--- config.mk ---
export PLATFORM = sky130hd
export DESIGN_NAME = rsrx_top
export DESIGN_NICKNAME = d
export VERILOG_FILES = /design/src/rsrx_pkg.sv /design/src/rsrx_top.sv
export SDC_FILE = /design/constraint.sdc
export NUM_CORES = 1
export LEC_CHECK = 0
export BUFFER_PORTS_ARGS = -buffer_cell sky130_fd_sc_hd__buf_4
export CAP_MARGIN = 20
export CORE_ASPECT_RATIO = 0.6
export CORE_MARGIN = 3
export CORE_UTILIZATION = 55
export CTS_CLUSTER_SIZE = 20
export DETAILED_ROUTE_END_ITERATION = 16
export PLACE_DENSITY = 0.83
export SETUP_SLACK_MARGIN = 0.2
export SYNTH_ARGS = -nofsm -noshare
export SYNTH_HDL_FRONTEND = slang
export SYNTH_SLANG_ARGS = --single-unit
--- constraint.sdc ---
create_clock -name mclk -period 6.26 [get_ports mclk]
set_input_delay 0.939 -clock mclk [delete_from_list [all_inputs] [get_ports mclk]]
set_output_delay 0.939 -clock mclk [all_outputs]
set_load 0.1 [all_outputs]
--- src/rsrx_pkg.sv ---
// rsrx_pkg: lane codes, column patterns, counts and state types for the
// receive-side lane decoder and link fault monitor.
// assumes an eight-lane, 64-bit receive column with one control bit per lane.
package rsrx_pkg;

  localparam int LANES = 8;
  localparam int LANE_W = 8;
  localparam int COL_W = LANES * LANE_W;

  // control character codes when a lane's control bit is high
  localparam logic [7:0] CODE_IDLE = 8'h07;
  localparam logic [7:0] CODE_SEQ = 8'h9c;
  localparam logic [7:0] CODE_START = 8'hfb;
  localparam logic [7:0] CODE_TERM = 8'hfd;
  localparam logic [7:0] CODE_ERR = 8'hfe;

  // sequence ordered set contents
  localparam logic [7:0] SEQ_PAD = 8'h00;
  localparam logic [7:0] SEQ_LOCAL = 8'h01;
  localparam logic [7:0] SEQ_REMOTE = 8'h02;
  localparam int SEQ_TYPE_LANE = 3;
  localparam int SFD_LANE = 7;

  // transmit columns forced while a fault is held
  localparam logic [63:0] RF_TXD = 64'h0000_0000_0200_009c;
  localparam logic [7:0] RF_TXC = 8'h01;
  localparam logic [63:0] IDLE_TXD = 64'h0707_0707_0707_0707;
  localparam logic [7:0] IDLE_TXC = 8'hff;

  // fault monitor counts
  localparam int COL_LIMIT = 128;
  localparam int SEQ_SET = 4;
  localparam int CNT_W = 8;
  localparam int SEQ_W = 3;

  typedef enum logic [1:0] {
    RSRX_LF_OK = 2'b00,
    RSRX_LF_LOCAL = 2'b01,
    RSRX_LF_REMOTE = 2'b10
  } rsrx_fault_t;

  typedef enum logic {
    RSRX_FR_IDLE = 1'b0,
    RSRX_FR_DATA = 1'b1
  } rsrx_frame_t;

endpackage : rsrx_pkg

--- src/rsrx_top.sv ---
// rsrx_top: receive lane decoder and link fault monitor of the reconciliation
// layer, with the fault-driven steering of what the transmit path sends.
// assumes rx_clk, rxc and rxd come from the phy domain; mac_tx_active is on mclk.
// Behaviour
// phy holds a lane's control bit low for data, high for control.
// phy changes control and data only with the receive clock rising edge.
// lane n of the data bus is bits 8n+7 down to 8n.
// control 07 idle, fd terminate, fe error; data any value; others reserved.
// sequence and start codes are valid only on lane 0.
// phy sends preamble as data after a lane-0 start character.
// every data lane is passed to the mac as eight data bits.
// phy flags detected errors with the error control character.
// non-terminate control inside a frame forces a frame check error.
// each error character yields eight bits; other ending control adds eight.
// transmit may carry an error character to corrupt a frame deliberately.
// a start not on lane 0 never raises data valid.
// frames whose delimiter is not in lane 7 are dropped.
// fault sets span a whole lane-0 aligned column with lanes 4-7 zero.
// the eight lanes of one clock are handled as one column.
// local fault received: stop mac data, send remote fault sets.
// remote fault received: stop mac data, send idle only.
// without fault sets, normal transmission resumes.
// local fault is sequence, 01 on lane 3, zero elsewhere.
// remote fault is sequence, 02 on lane 3, zero elsewhere.
// other sequence sets are reserved and never count as faults.
// only this layer sends remote fault; the phy sends local fault.
// fault set after four same-type sets under 128 columns apart.
// fault returns to ok after 128 columns with no fault set.
// data valid ends on terminate or any other ending control.
// reset clears counters and sets fault status to ok.
`timescale 1ns/1ps

module rsrx_top #(
  parameter logic [7:0] SFD_OCTET = 8'hd5,
  parameter logic [7:0] PRE_OCTET = 8'h55,
  parameter logic [7:0] ERR_OCTET = 8'h00
) (
  input wire logic mclk,
  input wire logic srst,
  input wire logic rx_clk,
  input wire logic [7:0] rxc,
  input wire logic [63:0] rxd,
  input wire logic mac_tx_active,
  output logic [63:0] mac_rxd,
  output logic [7:0] mac_lane_vld,
  output logic mac_col_stb,
  output logic mac_dvalid,
  output logic mac_rx_err,
  output logic mac_frame_end,
  output logic [1:0] link_fault,
  output logic tx_ovr_en,
  output logic [63:0] tx_ovr_txd,
  output logic [7:0] tx_ovr_txc,
  output logic tx_force_err
);

  // lane n byte of a column
  function automatic logic [7:0] lane_byte(input logic [63:0] d, input int n);
    lane_byte = d[n*rsrx_pkg::LANE_W +: rsrx_pkg::LANE_W];
  endfunction : lane_byte

  // fault type carried by a column, ok when it is no fault set
  function automatic rsrx_pkg::rsrx_fault_t col_fault(input logic [7:0] c, input logic [63:0] d);
    logic pad_ok;
    pad_ok = 1'b1;
    col_fault = rsrx_pkg::RSRX_LF_OK;
    for (int n = 1; n < rsrx_pkg::LANES; n++) begin
      if (n != rsrx_pkg::SEQ_TYPE_LANE && lane_byte(d, n) != rsrx_pkg::SEQ_PAD) begin
        pad_ok = 1'b0;
      end
    end
    if (c == 8'h01 && lane_byte(d, 0) == rsrx_pkg::CODE_SEQ && pad_ok) begin
      if (lane_byte(d, rsrx_pkg::SEQ_TYPE_LANE) == rsrx_pkg::SEQ_LOCAL) begin
        col_fault = rsrx_pkg::RSRX_LF_LOCAL;
      end else if (lane_byte(d, rsrx_pkg::SEQ_TYPE_LANE) == rsrx_pkg::SEQ_REMOTE) begin
        col_fault = rsrx_pkg::RSRX_LF_REMOTE;
      end
      // any other lane-3 value is reserved and ignored R21
    end
  endfunction : col_fault

  logic clk_s1_r, clk_s2_r, clk_s3_r;
  logic [7:0] rxc_s1_r, rxc_s2_r, rxc_s3_r;
  logic [63:0] rxd_s1_r, rxd_s2_r, rxd_s3_r;
  logic col_stb;

  // two-flop synchronisers, plus a third stage so data is the pre-edge value
  always_ff @(posedge mclk) begin
    if (srst) begin
      clk_s1_r <= 1'b0;
      clk_s2_r <= 1'b0;
      clk_s3_r <= 1'b0;
      rxc_s1_r <= 8'h00;
      rxc_s2_r <= 8'h00;
      rxc_s3_r <= 8'h00;
      rxd_s1_r <= 64'h0;
      rxd_s2_r <= 64'h0;
      rxd_s3_r <= 64'h0;
    end else begin
      clk_s1_r <= rx_clk;
      clk_s2_r <= clk_s1_r;
      clk_s3_r <= clk_s2_r;
      rxc_s1_r <= rxc;
      rxc_s2_r <= rxc_s1_r;
      rxc_s3_r <= rxc_s2_r;
      rxd_s1_r <= rxd;
      rxd_s2_r <= rxd_s1_r;
      rxd_s3_r <= rxd_s2_r;
    end
  end

  // one column per rising receive clock edge R2 R15
  assign col_stb = clk_s2_r & ~clk_s3_r;

  rsrx_pkg::rsrx_frame_t frame_r, frame_nxt;
  logic [63:0] dat_nxt;
  logic [7:0] vld_nxt;
  logic err_nxt, end_nxt, dv_nxt;

  // column decode: start detection, data pass, error substitution
  always_comb begin
    logic ended;
    ended = 1'b0;
    frame_nxt = frame_r;
    dat_nxt = rxd_s3_r;
    vld_nxt = 8'h00;
    err_nxt = 1'b0;
    end_nxt = 1'b0;
    dv_nxt = 1'b0;
    if (frame_r == rsrx_pkg::RSRX_FR_IDLE) begin
      // only a lane-0 start with the delimiter in lane 7 opens a frame
      if (rxc_s3_r == 8'h01 && lane_byte(rxd_s3_r, 0) == rsrx_pkg::CODE_START &&
          lane_byte(rxd_s3_r, rsrx_pkg::SFD_LANE) == SFD_OCTET) begin
        frame_nxt = rsrx_pkg::RSRX_FR_DATA;
        dat_nxt[7:0] = PRE_OCTET;
        vld_nxt = 8'hff;
        dv_nxt = 1'b1;
      end
    end else begin
      dv_nxt = 1'b1;
      for (int n = 0; n < rsrx_pkg::LANES; n++) begin
        if (!ended) begin
          if (!rxc_s3_r[n]) begin
            vld_nxt[n] = 1'b1;
          end else if (lane_byte(rxd_s3_r, n) == rsrx_pkg::CODE_TERM) begin
            ended = 1'b1;
          end else begin
            // substituted octet plus error flag spoils the frame check R9
            dat_nxt[n*rsrx_pkg::LANE_W +: rsrx_pkg::LANE_W] = ERR_OCTET;
            vld_nxt[n] = 1'b1;
            err_nxt = 1'b1;
            if (lane_byte(rxd_s3_r, n) != rsrx_pkg::CODE_ERR) begin
              ended = 1'b1;
            end
          end
        end
      end
      if (ended) begin
        frame_nxt = rsrx_pkg::RSRX_FR_IDLE;
        end_nxt = 1'b1;
      end
    end
  end

  // frame state advances once per column
  always_ff @(posedge mclk) begin
    if (srst) begin
      frame_r <= rsrx_pkg::RSRX_FR_IDLE;
    end else if (col_stb) begin
      frame_r <= frame_nxt;
    end
  end

  // registered indications toward the mac
  always_ff @(posedge mclk) begin
    if (srst) begin
      mac_rxd <= 64'h0;
      mac_lane_vld <= 8'h00;
      mac_col_stb <= 1'b0;
      mac_dvalid <= 1'b0;
      mac_rx_err <= 1'b0;
      mac_frame_end <= 1'b0;
    end else begin
      mac_col_stb <= col_stb;
      mac_rx_err <= col_stb & err_nxt;
      mac_frame_end <= col_stb & end_nxt;
      if (col_stb) begin
        mac_rxd <= dat_nxt;
        mac_lane_vld <= vld_nxt;
        mac_dvalid <= dv_nxt;
      end
    end
  end

  rsrx_pkg::rsrx_fault_t lf_r, last_r, cur_fault;
  logic [rsrx_pkg::CNT_W-1:0] col_cnt_r;
  logic [rsrx_pkg::SEQ_W-1:0] seq_cnt_r;

  assign cur_fault = col_fault(rxc_s3_r, rxd_s3_r);

  // link fault monitor; counting is per column, not per mclk
  always_ff @(posedge mclk) begin
    if (srst) begin
      lf_r <= rsrx_pkg::RSRX_LF_OK;
      last_r <= rsrx_pkg::RSRX_LF_OK;
      col_cnt_r <= '0;
      seq_cnt_r <= '0;
    end else if (col_stb) begin
      if (cur_fault != rsrx_pkg::RSRX_LF_OK) begin
        col_cnt_r <= '0;
        last_r <= cur_fault;
        if (cur_fault != last_r) begin
          // a different type restarts the run R23
          seq_cnt_r <= rsrx_pkg::SEQ_W'(1);
        end else if (seq_cnt_r < rsrx_pkg::SEQ_W'(rsrx_pkg::SEQ_SET)) begin
          seq_cnt_r <= seq_cnt_r + rsrx_pkg::SEQ_W'(1);
          if (seq_cnt_r == rsrx_pkg::SEQ_W'(rsrx_pkg::SEQ_SET - 1)) begin
            lf_r <= cur_fault;
          end
        end
      end else if (col_cnt_r == rsrx_pkg::CNT_W'(rsrx_pkg::COL_LIMIT - 1)) begin
        // quiet span reached: back to ok R24
        lf_r <= rsrx_pkg::RSRX_LF_OK;
        last_r <= rsrx_pkg::RSRX_LF_OK;
        seq_cnt_r <= '0;
        col_cnt_r <= '0;
      end else begin
        col_cnt_r <= col_cnt_r + rsrx_pkg::CNT_W'(1);
      end
    end
  end

  assign link_fault = lf_r;

  // transmit steering from the held fault status
  always_ff @(posedge mclk) begin
    if (srst) begin
      tx_ovr_en <= 1'b0;
      tx_ovr_txd <= rsrx_pkg::IDLE_TXD;
      tx_ovr_txc <= rsrx_pkg::IDLE_TXC;
    end else begin
      case (lf_r)
        rsrx_pkg::RSRX_LF_LOCAL: begin
          tx_ovr_en <= 1'b1;
          tx_ovr_txd <= rsrx_pkg::RF_TXD;
          tx_ovr_txc <= rsrx_pkg::RF_TXC;
        end
        rsrx_pkg::RSRX_LF_REMOTE: begin
          tx_ovr_en <= 1'b1;
          tx_ovr_txd <= rsrx_pkg::IDLE_TXD;
          tx_ovr_txc <= rsrx_pkg::IDLE_TXC;
        end
        default: begin
          tx_ovr_en <= 1'b0;
          tx_ovr_txd <= rsrx_pkg::IDLE_TXD;
          tx_ovr_txc <= rsrx_pkg::IDLE_TXC;
        end
      endcase
    end
  end

  // a frame cut short by a new fault gets an error character requested
  always_ff @(posedge mclk) begin
    if (srst) begin
      tx_force_err <= 1'b0;
    end else begin
      tx_force_err <= mac_tx_active & ~tx_ovr_en & (lf_r != rsrx_pkg::RSRX_LF_OK);
    end
  end
endmodule : rsrx_top

==> results.ini <==
[pwr]
peakVddDrop_mv=0.1919
p_leak_nw=5.234
powerDensity_mw_per_mm2=324.9

[floorplan]
start_util=0.5699
fp.dieArea_mm2=0.02186
die_y_um=115.7
ios=228
dieWidth_um=188.9
floorplan.rows=39
coreArea_mm2=0.01937

[routing]
wl_per_cell_um=16.21
drt_iter0_drc=677
totalWireLength_um=25010
drc=0
ant_nets=0
vias=8154
first_pass_iters=5
vias_per_cell=5.285

[worst_setup_path]
worstReg2RegEnd=seq_cnt_r[0]
rr_worst_depth=7
worstReg2RegStart=rxd_s3_r[16]
endpoint_kind=flip-flop
regToRegSetupSlack_ns=3.45
worst-endpoint-required_ns=6.68
critPathLaunchType=flip-flop
critPathArrivalTime_ns=3.23
worstSetupPathType=reg2reg
cp_max_fo=8

[clocking]
cts_resized=0
cts.reportedPaths.clkPinSlew_ns=0.07
insertion_delay_ns=0.54
tritoncts=built
cts_sinks=315
ctsHtreeMaxLevel=1
cts-hold-fix-buffers=0
numCtsBuffers=27
cts_buffer_depth=3
root_buffer=clkbuf_16
postCtsSetupBuffers=0

[cells_and_area]
antennaDiodeCount=0
area_growth_pct=19.19
nFillCells=1475
nets=1337
mostFrequentLayoutCells=dfxtp_1, nor2b_1, buf_4
final_util=0.6792
mostFrequentLayoutCell=dfxtp_1
finalNonFillerCells=1543
final_layout_size_suffix_gt1_frac=0.1958

[synthesis]
ys_warn_count=0
netlist.area_leader.share=0.5712
ys_ff_latch=315
ys.flop_type=dfxtp_1
netlist_instances=1125
synth_edf_count=0
synthArstFlopShare=0
yosys.area.top_type=dfxtp_1
syn_area_mm2=0.01104
avgSynthCellArea_um2=9.813
netlist_top_cells_area=dfxtp_1, nor2b_1, buf_4
seq_area_frac_synth=0.5712
ys_types=57

[grt]
grt_max_degree=181
grtUsageTotal=0.2203
grt_pass1_wl_um=38890
grt_pass1_vias=7285
antenna_found_initial=0
globalRouteOverflowTotal=0

[worst_hold_path]
holdPathStages=1
min-delay-start=rxd_s2_r[43]
hp-class=reg2reg
min_to=rxd_s3_r[43]

[outcome]
status=completed

[placed_design]
gp_congestion=0.8992
dpl.hpwl_um=17370
dp.cells=1493
portBuffers=187

[timing]
finalSetupTns_ns=0
final_max_slew_viol_count=0
tightest_slew_ns=1.098
fmax_mhz=356.5
min_period_ns=2.805
hold_viol_final=0
slew-limit-headroom=0.2621
fin_skew_ns=0.01473
period_share=0.4481
finalSetupViolCount=0
rsz0062_at_grt=no

[flow_run]
drv_cap=0

==> final cells by class <==
| class | instances | area, µm² | area share |
|---|---|---|---|
| sequential | 315 | 6306 | 0.4793 |
| clock inverter | 10 | 126.4 | 0.009604 |
| tap | 266 | 332.8 | 0.02529 |
| timing repair buffer | 190 | 1446 | 0.1099 |
| inverter | 16 | 60.06 | 0.004564 |
| clock buffer | 40 | 804.5 | 0.06115 |
| multi-input combinational | 706 | 4081 | 0.3102 |
==> metal layers <==
metal | routed length (µm) | track usage | share of wire | vias to the layer above
met5 | 0 | 0 | 0 | -
met4 | 495 | 0.05107 | 0.020 | 0
met3 | 2790 | 0.06258 | 0.11 | 42
met2 | 10720 | 0.3365 | 0.43 | 400
met1 | 10990 | 0.3133 | 0.44 | 3778
li1 | - | - | - | 3934
==> critical path: stages, from the launching register on <==
cell and delay [ns]:
dfxtp_1 0.38, nor4_1 0.42, nand4_1 0.16, nor3_1 0.91, a32oi_4 0.35, nand3b_2 0.16
o311ai_1 0.09, or2_1 0.22
==> synthesized netlist by cell type (all sizes together), types with 5 or more instances <==
| master | instances |
|---|---|
| nor3 | 34 |
| nor2 | 82 |
| buf | 72 |
| nand2b | 6 |
| a211oi | 48 |
| o41ai | 6 |
| nand4 | 19 |
| nor4 | 31 |
| dfxtp | 315 |
| nand2 | 72 |
| inv | 16 |
| nand3 | 26 |
| ha | 5 |
| a21oi | 35 |
| nor2b | 228 |
| clkbuf | 54 |
| o21ai | 13 |
==> stage by stage <==
step | hold WS, ns | total power [mW] | area, µm² | setup slack, ns
floorplan | 0.4138 | 2.529 | 11180 | 3.480
global placement | 0.4182 | 2.612 | 12230 | 3.488
detailed placement | 0.4204 | 2.618 | 12230 | 3.506
CTS | 0.4246 | 4.301 | 13160 | 3.446
global route | 0.4435 | 4.414 | 13160 | 3.233
finish | 0.4193 | 4.274 | 13160 | 3.455
==> worst max path at each step <==
stage,start,end,slack (ns),depth (start not counted)
2_1_floorplan,tx_ovr_txc[6],tx_ovr_txc[2],3.48,1
3_3_place_gp,srst,seq_cnt_r[0],3.49,4
3_5_place_dp,srst,seq_cnt_r[0],3.51,4
4_1_cts,tx_ovr_txc[6],tx_ovr_txd[32],3.45,1
5_1_grt,rxd_s3_r[17],col_cnt_r[6],3.23,7
6_report,rxd_s3_r[16],seq_cnt_r[0],3.45,7
==> power by group <==
part	internal (mW)	total [mW]	switching, mW
combinational	0.114	0.458	0.344
sequential	2.08	2.12	0.0399
clock	0.980	1.70	0.718
==> flip-flops by register name (all words and copies together), names as in the netlist, 64 cells and up <==
name	cells
mac_rxd	64
rxd_s2_r	64
rxd_s3_r	64
rxd_s1_r	64
==> cell families after synthesis <==
logic type	count (synthesis)	synth area share
and+or+nand+nor	527	0.2627
DFF	315	0.5712
buffers and inverters	142	0.07288
AOI/OAI and AO/OA	129	0.08285
xor gates and xnor gates	5	0.003968
adders and majority gates	5	0.005667
other	2	0.0006803
Power figures use the tool's default switching activity.
